File: src/logic/sysref_pkg.sv
package sysref_pkg;

   // ----------------------------------------------------------------
   // register indices and byte addresses (address = index times four)
   // ----------------------------------------------------------------
   localparam int unsigned ADDR_W = 12;
   localparam logic [7:0] IDX_POWER_DIV = 8'h18;
   localparam logic [7:0] IDX_BIAS_REL = 8'h19;
   localparam logic [7:0] IDX_PULSE_CNT = 8'h1A;
   localparam logic [7:0] IDX_GLOBAL_DLY = 8'h1B;
   localparam logic [7:0] IDX_GEN_CTL = 8'h1C;
   localparam logic [7:0] IDX_STATUS = 8'h1D;
   localparam logic [7:0] IDX_AUX_CTL = 8'h70;
   localparam logic [ADDR_W-1:0] ADDR_POWER_DIV = {2'h0, IDX_POWER_DIV, 2'h0};
   localparam logic [ADDR_W-1:0] ADDR_BIAS_REL = {2'h0, IDX_BIAS_REL, 2'h0};
   localparam logic [ADDR_W-1:0] ADDR_PULSE_CNT = {2'h0, IDX_PULSE_CNT, 2'h0};
   localparam logic [ADDR_W-1:0] ADDR_GLOBAL_DLY = {2'h0, IDX_GLOBAL_DLY, 2'h0};
   localparam logic [ADDR_W-1:0] ADDR_GEN_CTL = {2'h0, IDX_GEN_CTL, 2'h0};
   localparam logic [ADDR_W-1:0] ADDR_STATUS = {2'h0, IDX_STATUS, 2'h0};
   localparam logic [ADDR_W-1:0] ADDR_AUX_CTL = {2'h0, IDX_AUX_CTL, 2'h0};

   // ----------------------------------------------------------------
   // field positions
   // ----------------------------------------------------------------
   localparam int unsigned POWERDOWN_BIT = 7;
   localparam int unsigned BIAS_TYPE_BIT = 7;
   localparam int unsigned AUX_BIT = 7;
   localparam int unsigned STATUS_PD_BIT = 13;
   localparam logic [7:0] GEN_CTL_MASK = 8'h03;
   localparam logic [7:0] AUX_CTL_MASK = 8'h80;

   // ----------------------------------------------------------------
   // reset values
   // ----------------------------------------------------------------
   localparam logic [7:0] RST_POWER_DIV = 8'h2F;
   localparam logic [7:0] RST_BIAS_REL = 8'h81;
   localparam logic [7:0] RST_PULSE_CNT = 8'h02;
   localparam logic [7:0] RST_GLOBAL_DLY = 8'h00;
   localparam logic [7:0] RST_GEN_CTL = 8'h00;
   localparam logic [7:0] RST_AUX_CTL = 8'h00;

   // ----------------------------------------------------------------
   // sizes and bus answers
   // ----------------------------------------------------------------
   localparam int unsigned NUM_OUT = 8;
   localparam int unsigned STAGE_W = 5;
   localparam int unsigned RATIO_W = 13;
   localparam logic [1:0] RESP_OKAY = 2'h0;
   localparam logic [1:0] RESP_SLVERR = 2'h2;

   // ----------------------------------------------------------------
   // divider stage decode
   // ----------------------------------------------------------------
   // top stage: 0 gives 2, 1 gives 4
   function automatic logic [STAGE_W-1:0] ratio_top(input logic code);
      return code ? 5'h04 : 5'h02;
   endfunction

   // middle stages: 2, 4, 8, 16
   function automatic logic [STAGE_W-1:0] ratio_mid(input logic [1:0] code);
      return 5'(5'h02 << code);
   endfunction

   // lowest stage: 2, 3, 4, 5
   function automatic logic [STAGE_W-1:0] ratio_low(input logic [1:0] code);
      return 5'(5'h02 + {3'h0, code});
   endfunction

   // overall ratio is the product of the four stages
   function automatic logic [RATIO_W-1:0] ratio_total(input logic [6:0] ns);
      logic [19:0] p;
      p = 20'(ratio_top(ns[6])) * 20'(ratio_mid(ns[5:4]))
         * 20'(ratio_mid(ns[3:2])) * 20'(ratio_low(ns[1:0]));
      return p[RATIO_W-1:0];
   endfunction

endpackage

File: src/logic/sysref_div_if.sv
`timescale 1ns/10ps
// settings toward the divider and its output pulse back
interface sysref_div_if;
   logic run;
   logic [6:0] code;
   logic pulse;
   modport ctl (output run, output code, input pulse);
   modport div (input run, input code, output pulse);
endinterface

File: src/logic/sysref_divider_control.sv
// The implementer's own choice: register access over AXI4-Lite.
`timescale 1ns/10ps
// Function
// - power-down bit 0 keeps sysref blocks up, 1 powers them down.
// - power-down also stops the frequency divider and idles the bias outputs.
// - four cascaded stages; top 2/4, middle fields 2/4/8/16.
// - total ratio is the product of the four stage ratios.
// - lowest stage code 10 divides by 4, code 11 by 5.
// - lowest stage code 01 divides by 3; 0,01,11,01 gives 384.
// - bias type 0: output static low/high while forced or in event.
// - bias type 1: output cross-point biased while forced or in event.
// - after reset power-down reads 0, divider field 0101111.
module sysref_divider_control (
   input wire logic clk,
   input wire logic rst,
   input wire logic [sysref_pkg::ADDR_W-1:0] s_axi_awaddr,
   input wire logic [2:0] s_axi_awprot,
   input wire logic s_axi_awvalid,
   output logic s_axi_awready,
   input wire logic [31:0] s_axi_wdata,
   input wire logic [3:0] s_axi_wstrb,
   input wire logic s_axi_wvalid,
   output logic s_axi_wready,
   output logic [1:0] s_axi_bresp,
   output logic s_axi_bvalid,
   input wire logic s_axi_bready,
   input wire logic [sysref_pkg::ADDR_W-1:0] s_axi_araddr,
   input wire logic [2:0] s_axi_arprot,
   input wire logic s_axi_arvalid,
   output logic s_axi_arready,
   output logic [31:0] s_axi_rdata,
   output logic [1:0] s_axi_rresp,
   output logic s_axi_rvalid,
   input wire logic s_axi_rready,
   input wire logic [sysref_pkg::NUM_OUT-1:0] per_output_bias_force,
   input wire logic sysref_event,
   output logic sysref_blocks_powered_down,
   output logic sysref_div_pulse,
   output logic [sysref_pkg::NUM_OUT-1:0] sysref_output_r_static,
   output logic [sysref_pkg::NUM_OUT-1:0] sysref_output_r_xpoint
);

   // ----------------------------------------------------------------
   // declarations
   // ----------------------------------------------------------------
   logic [7:0] power_div_q, power_div_d;
   logic [7:0] bias_rel_q, bias_rel_d;
   logic [7:0] pulse_cnt_q, pulse_cnt_d;
   logic [7:0] global_dly_q, global_dly_d;
   logic [7:0] gen_ctl_q, gen_ctl_d;
   logic [7:0] aux_ctl_q, aux_ctl_d;

   logic aw_held_q, aw_held_d;
   logic [sysref_pkg::ADDR_W-1:0] aw_addr_q, aw_addr_d;
   logic w_held_q, w_held_d;
   logic [7:0] w_data_q, w_data_d;
   logic w_lane_q, w_lane_d;
   logic awready_q, awready_d;
   logic wready_q, wready_d;
   logic bvalid_q, bvalid_d;
   logic [1:0] bresp_q, bresp_d;
   logic wr_commit;
   logic wr_hit;

   logic arready_q, arready_d;
   logic rvalid_q, rvalid_d;
   logic [31:0] rdata_q, rdata_d;
   logic [1:0] rresp_q, rresp_d;

   logic pd_q, pd_d;
   logic [sysref_pkg::NUM_OUT-1:0] out_static_q, out_static_d;
   logic [sysref_pkg::NUM_OUT-1:0] out_xpoint_q, out_xpoint_d;

   sysref_div_if div_link ();

   // ----------------------------------------------------------------
   // port drive, all from flops
   // ----------------------------------------------------------------
   assign s_axi_awready = awready_q;
   assign s_axi_wready = wready_q;
   assign s_axi_bvalid = bvalid_q;
   assign s_axi_bresp = bresp_q;
   assign s_axi_arready = arready_q;
   assign s_axi_rvalid = rvalid_q;
   assign s_axi_rdata = rdata_q;
   assign s_axi_rresp = rresp_q;
   assign sysref_blocks_powered_down = pd_q;
   assign sysref_div_pulse = div_link.pulse;
   assign sysref_output_r_static = out_static_q;
   assign sysref_output_r_xpoint = out_xpoint_q;

   // ----------------------------------------------------------------
   // address decode
   // ----------------------------------------------------------------
   // word-aligned match on one of the mapped registers
   function automatic logic addr_mapped(input logic [sysref_pkg::ADDR_W-1:0] a,
                                        input logic writable);
      logic hit;
      hit = 1'b0;
      case (a)
         sysref_pkg::ADDR_POWER_DIV,
         sysref_pkg::ADDR_BIAS_REL,
         sysref_pkg::ADDR_PULSE_CNT,
         sysref_pkg::ADDR_GLOBAL_DLY,
         sysref_pkg::ADDR_GEN_CTL,
         sysref_pkg::ADDR_AUX_CTL: hit = 1'b1;
         sysref_pkg::ADDR_STATUS: hit = !writable;
         default: hit = 1'b0;
      endcase
      return hit;
   endfunction

   // ----------------------------------------------------------------
   // write channel
   // ----------------------------------------------------------------
   assign wr_commit = aw_held_q && w_held_q && !bvalid_q;
   assign wr_hit = addr_mapped(aw_addr_q, 1'b1);

   // address and data are caught in either order; the answer waits
   // for both, and neither is accepted again until it is taken
   always_comb begin
      aw_held_d = aw_held_q;
      aw_addr_d = aw_addr_q;
      w_held_d = w_held_q;
      w_data_d = w_data_q;
      w_lane_d = w_lane_q;
      bvalid_d = bvalid_q;
      bresp_d = bresp_q;
      if (s_axi_awvalid && awready_q) begin
         aw_held_d = 1'b1;
         aw_addr_d = {s_axi_awaddr[sysref_pkg::ADDR_W-1:2], 2'h0};
      end
      if (s_axi_wvalid && wready_q) begin
         w_held_d = 1'b1;
         w_data_d = s_axi_wdata[7:0];
         w_lane_d = s_axi_wstrb[0];
      end
      if (wr_commit) begin
         aw_held_d = 1'b0;
         w_held_d = 1'b0;
         bvalid_d = 1'b1;
         bresp_d = wr_hit ? sysref_pkg::RESP_OKAY : sysref_pkg::RESP_SLVERR;
      end else if (bvalid_q && s_axi_bready) begin
         bvalid_d = 1'b0;
      end
      awready_d = !aw_held_d && !bvalid_d;
      wready_d = !w_held_d && !bvalid_d;
   end

   // write channel registers
   always_ff @(posedge clk or posedge rst) begin
      if (rst) begin
         aw_held_q <= 1'b0;
         aw_addr_q <= '0;
         w_held_q <= 1'b0;
         w_data_q <= 8'h00;
         w_lane_q <= 1'b0;
         awready_q <= 1'b0;
         wready_q <= 1'b0;
         bvalid_q <= 1'b0;
         bresp_q <= sysref_pkg::RESP_OKAY;
      end else begin
         aw_held_q <= aw_held_d;
         aw_addr_q <= aw_addr_d;
         w_held_q <= w_held_d;
         w_data_q <= w_data_d;
         w_lane_q <= w_lane_d;
         awready_q <= awready_d;
         wready_q <= wready_d;
         bvalid_q <= bvalid_d;
         bresp_q <= bresp_d;
      end
   end

   // ----------------------------------------------------------------
   // configuration registers
   // ----------------------------------------------------------------
   // only byte lane 0 carries data; reserved bits are never stored
   always_comb begin
      power_div_d = power_div_q;
      bias_rel_d = bias_rel_q;
      pulse_cnt_d = pulse_cnt_q;
      global_dly_d = global_dly_q;
      gen_ctl_d = gen_ctl_q;
      aux_ctl_d = aux_ctl_q;
      if (wr_commit && w_lane_q) begin
         case (aw_addr_q)
            sysref_pkg::ADDR_POWER_DIV: power_div_d = w_data_q;
            sysref_pkg::ADDR_BIAS_REL: bias_rel_d = w_data_q;
            sysref_pkg::ADDR_PULSE_CNT: pulse_cnt_d = w_data_q;
            sysref_pkg::ADDR_GLOBAL_DLY: global_dly_d = w_data_q;
            sysref_pkg::ADDR_GEN_CTL: gen_ctl_d = w_data_q & sysref_pkg::GEN_CTL_MASK;
            sysref_pkg::ADDR_AUX_CTL: aux_ctl_d = w_data_q & sysref_pkg::AUX_CTL_MASK;
            default: power_div_d = power_div_q;
         endcase
      end
   end

   // configuration storage
   always_ff @(posedge clk or posedge rst) begin
      if (rst) begin
         power_div_q <= sysref_pkg::RST_POWER_DIV;
         bias_rel_q <= sysref_pkg::RST_BIAS_REL;
         pulse_cnt_q <= sysref_pkg::RST_PULSE_CNT;
         global_dly_q <= sysref_pkg::RST_GLOBAL_DLY;
         gen_ctl_q <= sysref_pkg::RST_GEN_CTL;
         aux_ctl_q <= sysref_pkg::RST_AUX_CTL;
      end else begin
         power_div_q <= power_div_d;
         bias_rel_q <= bias_rel_d;
         pulse_cnt_q <= pulse_cnt_d;
         global_dly_q <= global_dly_d;
         gen_ctl_q <= gen_ctl_d;
         aux_ctl_q <= aux_ctl_d;
      end
   end

   // ----------------------------------------------------------------
   // read channel
   // ----------------------------------------------------------------
   // one read at a time: arready drops while the answer is pending
   always_comb begin
      arready_d = arready_q;
      rvalid_d = rvalid_q;
      rdata_d = rdata_q;
      rresp_d = rresp_q;
      if (s_axi_arvalid && arready_q) begin
         rvalid_d = 1'b1;
         rresp_d = addr_mapped({s_axi_araddr[sysref_pkg::ADDR_W-1:2], 2'h0}, 1'b0) ?
            sysref_pkg::RESP_OKAY : sysref_pkg::RESP_SLVERR;
         case ({s_axi_araddr[sysref_pkg::ADDR_W-1:2], 2'h0})
            sysref_pkg::ADDR_POWER_DIV: rdata_d = {24'h0, power_div_q};
            sysref_pkg::ADDR_BIAS_REL: rdata_d = {24'h0, bias_rel_q};
            sysref_pkg::ADDR_PULSE_CNT: rdata_d = {24'h0, pulse_cnt_q};
            sysref_pkg::ADDR_GLOBAL_DLY: rdata_d = {24'h0, global_dly_q};
            sysref_pkg::ADDR_GEN_CTL: rdata_d = {24'h0, gen_ctl_q};
            sysref_pkg::ADDR_AUX_CTL: rdata_d = {24'h0, aux_ctl_q};
            sysref_pkg::ADDR_STATUS: begin
               rdata_d = {18'h0, pd_q, sysref_pkg::ratio_total(power_div_q[6:0])};
            end
            default: rdata_d = 32'h0000_0000;
         endcase
      end else if (rvalid_q && s_axi_rready) begin
         rvalid_d = 1'b0;
      end
      arready_d = !rvalid_d;
   end

   // read channel registers
   always_ff @(posedge clk or posedge rst) begin
      if (rst) begin
         arready_q <= 1'b0;
         rvalid_q <= 1'b0;
         rdata_q <= 32'h0000_0000;
         rresp_q <= sysref_pkg::RESP_OKAY;
      end else begin
         arready_q <= arready_d;
         rvalid_q <= rvalid_d;
         rdata_q <= rdata_d;
         rresp_q <= rresp_d;
      end
   end

   // ----------------------------------------------------------------
   // power-down and divider hookup
   // ----------------------------------------------------------------
   // divider ratios are picked by software; it is expected to favour the
   // low stage when several codes give one ratio, the logic cares not
   assign div_link.run = !pd_q;
   assign div_link.code = power_div_q[6:0];

   sysref_stage_divider u_div (
      .clk(clk),
      .rst(rst),
      .dv(div_link)
   );

   // ----------------------------------------------------------------
   // output bias selection
   // ----------------------------------------------------------------
   // a forced or event output takes static or cross-point bias by type;
   // outputs of a powered-down path fall idle in neither state
   always_comb begin
      pd_d = power_div_q[sysref_pkg::POWERDOWN_BIT];
      for (int i = 0; i < sysref_pkg::NUM_OUT; i++) begin
         out_static_d[i] = !pd_d && (per_output_bias_force[i] || sysref_event)
            && !bias_rel_q[sysref_pkg::BIAS_TYPE_BIT];
         out_xpoint_d[i] = !pd_d && (per_output_bias_force[i] || sysref_event)
            && bias_rel_q[sysref_pkg::BIAS_TYPE_BIT];
      end
   end

   // bias and power state registers
   always_ff @(posedge clk or posedge rst) begin
      if (rst) begin
         pd_q <= 1'b0;
         out_static_q <= '0;
         out_xpoint_q <= '0;
      end else begin
         pd_q <= pd_d;
         out_static_q <= out_static_d;
         out_xpoint_q <= out_xpoint_d;
      end
   end

endmodule

File: src/logic/sysref_stage_divider.sv
`timescale 1ns/10ps
module sysref_stage_divider (
   input wire logic clk,
   input wire logic rst,
   sysref_div_if.div dv
);

   // ----------------------------------------------------------------
   // four cascaded stage counters
   // ----------------------------------------------------------------
   logic [sysref_pkg::STAGE_W-1:0] cnt_q [4];
   logic [sysref_pkg::STAGE_W-1:0] cnt_d [4];
   logic [sysref_pkg::STAGE_W-1:0] lim [4];
   logic pulse_q;
   logic pulse_d;

   assign dv.pulse = pulse_q;

   // each stage advances when all lower stages wrap; >= keeps a live
   // code change from stranding a counter above its new limit
   always_comb begin
      logic carry;
      carry = 1'b1;
      lim[0] = sysref_pkg::ratio_low(dv.code[1:0]);
      lim[1] = sysref_pkg::ratio_mid(dv.code[3:2]);
      lim[2] = sysref_pkg::ratio_mid(dv.code[5:4]);
      lim[3] = sysref_pkg::ratio_top(dv.code[6]);
      for (int i = 0; i < 4; i++) begin
         cnt_d[i] = cnt_q[i];
         if (carry) begin
            if (cnt_q[i] >= 5'(lim[i] - 5'h01)) begin
               cnt_d[i] = '0;
            end else begin
               cnt_d[i] = 5'(cnt_q[i] + 5'h01);
               carry = 1'b0;
            end
         end
      end
      pulse_d = carry;
      // powered down: counters parked, no output
      if (!dv.run) begin
         for (int i = 0; i < 4; i++) begin
            cnt_d[i] = '0;
         end
         pulse_d = 1'b0;
      end
   end

   // registers only
   always_ff @(posedge clk or posedge rst) begin
      if (rst) begin
         for (int i = 0; i < 4; i++) begin
            cnt_q[i] <= '0;
         end
         pulse_q <= 1'b0;
      end else begin
         cnt_q <= cnt_d;
         pulse_q <= pulse_d;
      end
   end

endmodule

File: config.mk
export PLATFORM = sky130hd
export DESIGN_NAME = sysref_divider_control
export DESIGN_NICKNAME = d
export VERILOG_FILES = /design/src/logic/sysref_pkg.sv /design/src/logic/sysref_div_if.sv /design/src/logic/sysref_divider_control.sv /design/src/logic/sysref_stage_divider.sv
export SDC_FILE = /design/constraint.sdc
export NUM_CORES = 1
export LEC_CHECK = 0
export BUFFER_PORTS_ARGS = -buffer_cell sky130_fd_sc_hd__clkbuf_2
export CAP_MARGIN = 30
export CORE_MARGIN = 1.5
export CORE_UTILIZATION = 48
export CTS_CLUSTER_DIAMETER = 80
export CTS_CLUSTER_SIZE = 25
export DETAILED_ROUTE_END_ITERATION = 8
export HOLD_SLACK_MARGIN = 0.08
export PLACE_DENSITY = 0.72
export SYNTH_ARGS = -nofsm -noshare
export SYNTH_HDL_FRONTEND = slang
export SYNTH_SLANG_ARGS = --single-unit
export TNS_END_PERCENT = 30
File: constraint.sdc
create_clock -name clk -period 5.85 [get_ports clk]
set_input_delay 0.585 -clock clk [delete_from_list [all_inputs] [get_ports clk]]
set_output_delay 0.585 -clock clk [all_outputs]
set_load 0.02 [all_outputs]
==> summary.txt <==
Layout
  – Area of all placed cells without fillers: 7732 um2
  – Area growth from synthesis to layout: 16.96%
  – Total inserted antenna cells: 0
  – Total of fill cells in the finished design: about 1100
  – Final net count: 837
  – Fraction of layout instances using a drive strength above 1: 30.03%

Worst setup path
  – CP Data Arrival Time: 5.53 ns
  – Worst-path maximum fanout: 14
  – Data required time of the worst path: 6.14 ns
  – Crit path capture type: flip-flop
  – Category of the critical setup timing path: reg2reg
  – Critical Path Start Type: flip-flop
  – Reg2Reg Depth: 19

Detailed routing
  – Per-cell via count in the routed design: 5.271
  – 1st-iter DRT viols: 332
  – DR pass1 iterations: 4
  – Total wire length after detailed routing: between 10 and 15 mm
  – Post-route DRC: 0
  – Post-detailed-route wirelength per cell: between 10 and 15 um
  – Via count: 4649
  – Final ANT Viol Nets: 0

Place
  – Detailed placement HPWL: between 9 and 10 mm
  – # port buffers: 83
  – Placer congestion estimate: slightly below 0.8
  – Post-detailed-placement cell area: slightly above 7000 um2

Clocking
  – Number of gates given a new drive strength after cts: 0
  – Clock transition at the register clock pins on the worst setup and hold paths after CTS: 0.06 ns
  – Number of clock buffers inserted by TritonCTS: 17
  – Cell at the root of the clock tree: clkbuf_16
  – Number of sinks driven by the clock tree: 115
  – Number of buffers on the longest clock path: 2
  – Worst-skew pair later-pin latency: 0.41 ns
  – Max H-tree Level: 4
  – Number of setup buffers added after CTS: 0
  – Quantity of hold-fixing buffers added after cts: 0
  – TritonCTS clock tree: yes

Synthesis
  – Biggest area consumer among synthesized cells: dfrtp_1
  – Largest family of logic cells by synthesized area: simple AND/OR/NAND/NOR gates
  – Simple-gate area share of the yosys netlist: ~14%
  – Fraction of registers with async set/reset: 100.0%
  – Commonest cells in the synthesized netlist: 107 x dfrtp_1, 76 x nor2_1, 61 x mux2_2
  – Library cell with the highest instance count after synthesis: dfrtp_1
  – Compound-cell area share of the yosys netlist: under 10%
  – Post-synthesis instance area: 6611 um2
  – Cell count after synthesis: slightly above 600
  – Number of synthesized flops with an enable pin: 0
  – Synth unique cells: 61
  – Average cell area after synthesis: around 11 um2
  – Portion of the post-synthesis area used by sequential elements: 43.68%
  – YS warnings: 0
  – Area share of fa/ha/maj cells after synthesis: around 13%
  – Multiplexer share of the synthesized area: approximately 13%
  – Xor/xnor share of the synthesized area: 2.858%
  – Dominant cells by area after synthesis: dfrtp_1 40%, mux2_2 10%, ha_1 9.7%
  – Main flop type after synthesis: dfrtp_1
  – Number of synthesized register bits: 115
  – Fraction of post-synthesis cell area in the top cell type by area: roughly 40%

GRT
  – Initial antenna violation count: 0
  – Wire length of the first global-routing pass: 21.95 mm
  – Vias in the first global route: 4797
  – GRT overflow: 0
  – GRT Util Overall: 19.09%
  – Largest net degree at the start of global routing: 73

Timing
  – RSZ-0062 raised after global routing: no
  – Fin Hold WS: 0.1456 ns
  – Setup Total Neg Slack: 0 ns
  – Final period demand of the worst path: approximately 5.2 ns
  – Peak clock frequency supported by timing: 191.1 MHz
  – Worst-Margin Slew: 0.5801 ns
  – Slew Viols, Final: 0
  – Clk_skew: 0.01460 ns
  – Portion of the clock cycle consumed by the worst path in the final layout: between 80% and 90%
  – Number of failing hold endpoints at the final stage: 0
  – Slew Limit Headroom: between 60% and 70%
  – Number of endpoints failing setup at the final stage: 0

Die
  – Die Height: 120.4 um
  – Io pins: about 140
  – Horizontal die dimension: roughly 120 um
  – Number of cell rows: 42
  – Effective utilization at floorplan: 49.53%
  – Area of the die: between 10000 and 15000 um2
  – Placeable core region: approximately 13000 um2

Run
  – Max-capacitance violation count: 0

Power and ir drop
  – Power density of the placed cells: 351.5 nW/um2
  – Peak supply drop: 0.3152 mV
  – Leakage power: slightly below 4 nW

Status
  – Status: complete, no violations

Min path
  – Kind of path behind the tightest hold check: in2async
==> state kept, by name, summed over array words and instances (netlist names), 2 cells and up <==
name,flops
power_div_q,8
u_div.cnt_q,20
bias_rel_q,8
aw_addr_q,10
pulse_cnt_q,8
sysref_output_r_static,8
global_dly_q,8
w_data_q,8
s_axi_rdata,14
gen_ctl_q,2
sysref_output_r_xpoint,8
==> metal layers <==
layer  part of all wire, %  GRT usage [%]
met5                     0              0
met3                   4.2          4.151
met4                   1.0          6.397
met2                    52          33.59
met1                    43          23.22
==> final cells by class <==
cell class	instances	area (um2)	share of cell area, %
repair buffers	85	450.4	5.825
multi-input cells	439	3437	44.45
inverters	35	133.9	1.731
clock buffers	20	446.7	5.777
clock inverters	12	156.4	2.023
well taps	176	220.2	2.848
flip-flops and latches	115	2888	37.35
==> critical path, stage by stage, from the launching register on <==
cell and delay, ns:
dfstp_2 0.66, nand2b_1 0.18, or2_2 0.35, fa_1 0.51, inv_1 0.06, fa_1 0.47, ha_1 0.30, ha_1 0.18
inv_1 0.06, fa_1 0.39, nand2b_1 0.18, a21oi_1 0.17, xor2_1 0.24, nand2_1 0.11, fa_1 0.51, inv_1 0.04
ha_1 0.31, a21oi_1 0.16, xnor2_1 0.14, o21ai_1 0.08
==> where the power goes <==
| part | switching, mW | total (mW) | internal [mW] | leakage, nW |
|---|---|---|---|---|
| Combinational | 0.307 | 0.579 | 0.272 | 2.11 |
| Sequential | 0.152 | 1.10 | 0.944 | 1.46 |
| Clock | 0.362 | 1.04 | 0.681 | 0.283 |
| Total | 0.821 | 2.72 | 1.90 | 3.86 |
==> cell families (layout without fill, tap and decap cells) <==
family / count (synthesis) / after routing
AND/OR/NAND/NOR: 186 / 186
flip-flops: 115 / 115
AO/OA/AOI/OAI: 78 / 78
buffers and inverters: 77 / 152
multiplexers: 69 / 69
adder cells (fa/ha/maj): 62 / 62
XOR/XNOR: 20 / 20
other: 2 / 24
==> metrics by stage <==
stage                     power (mW)  instances  setup WS [ns]  utilization (%)
after floorplan                1.527        631          1.028                -
after global placement         1.639        849         0.6832            53.21
after detailed placement       1.687        850         0.6064            53.41
after CTS                      2.740        882         0.6078            57.93
after global routing           2.870        882         0.2576            57.93
final                          2.718        882         0.6180            57.93
==> worst paths after layout <==
check	from	end	slack (ns)
min	rst	s_axi_bvalid$_DFF_PP0_	0.15
max reg2reg	power_div_q[3]$_DFFE_PP1P_	s_axi_rdata[12]$_DFFE_PP0P_	0.62
min reg2reg	power_div_q[7]$_DFFE_PP0P_	sysref_blocks_powered_down$_DFF_PP0_	0.45
min in group clk	s_axi_rready	s_axi_rvalid$_DFF_PP0_	0.40
max	power_div_q[3]$_DFFE_PP1P_	s_axi_rdata[12]$_DFFE_PP0P_	0.62
max in group asynchronous	rst	bias_rel_q[0]$_DFFE_PP1P_	4.65
==> placed cells by master, fill, tap and decap left out, types with 3 or more instances in the layout <==
cell and n:
a21oi_1 18, conb_1 24, nor2_1 76, nand3_1 10, a31oi_1 3, and2_1 13
nor3_1 7, nor2b_1 4, fa_1 11, clkinvlp_4 4, a21o_1 9, nand4_1 6
bufinv_16 3, nor4_1 5, o21ai_0 16, mux2_2 61, inv_1 34, dfrtp_1 107
mux4_2 7, clkbuf_16 17, a32o_1 3, dfstp_2 8, xnor2_1 11, nand2_1 39
ha_1 51, clkbuf_2 83, a22o_1 7, xor2_1 8, or2_2 4, nand2b_1 5
o21bai_1 3
No activity file was read; power rests on OpenSTA's default activity.
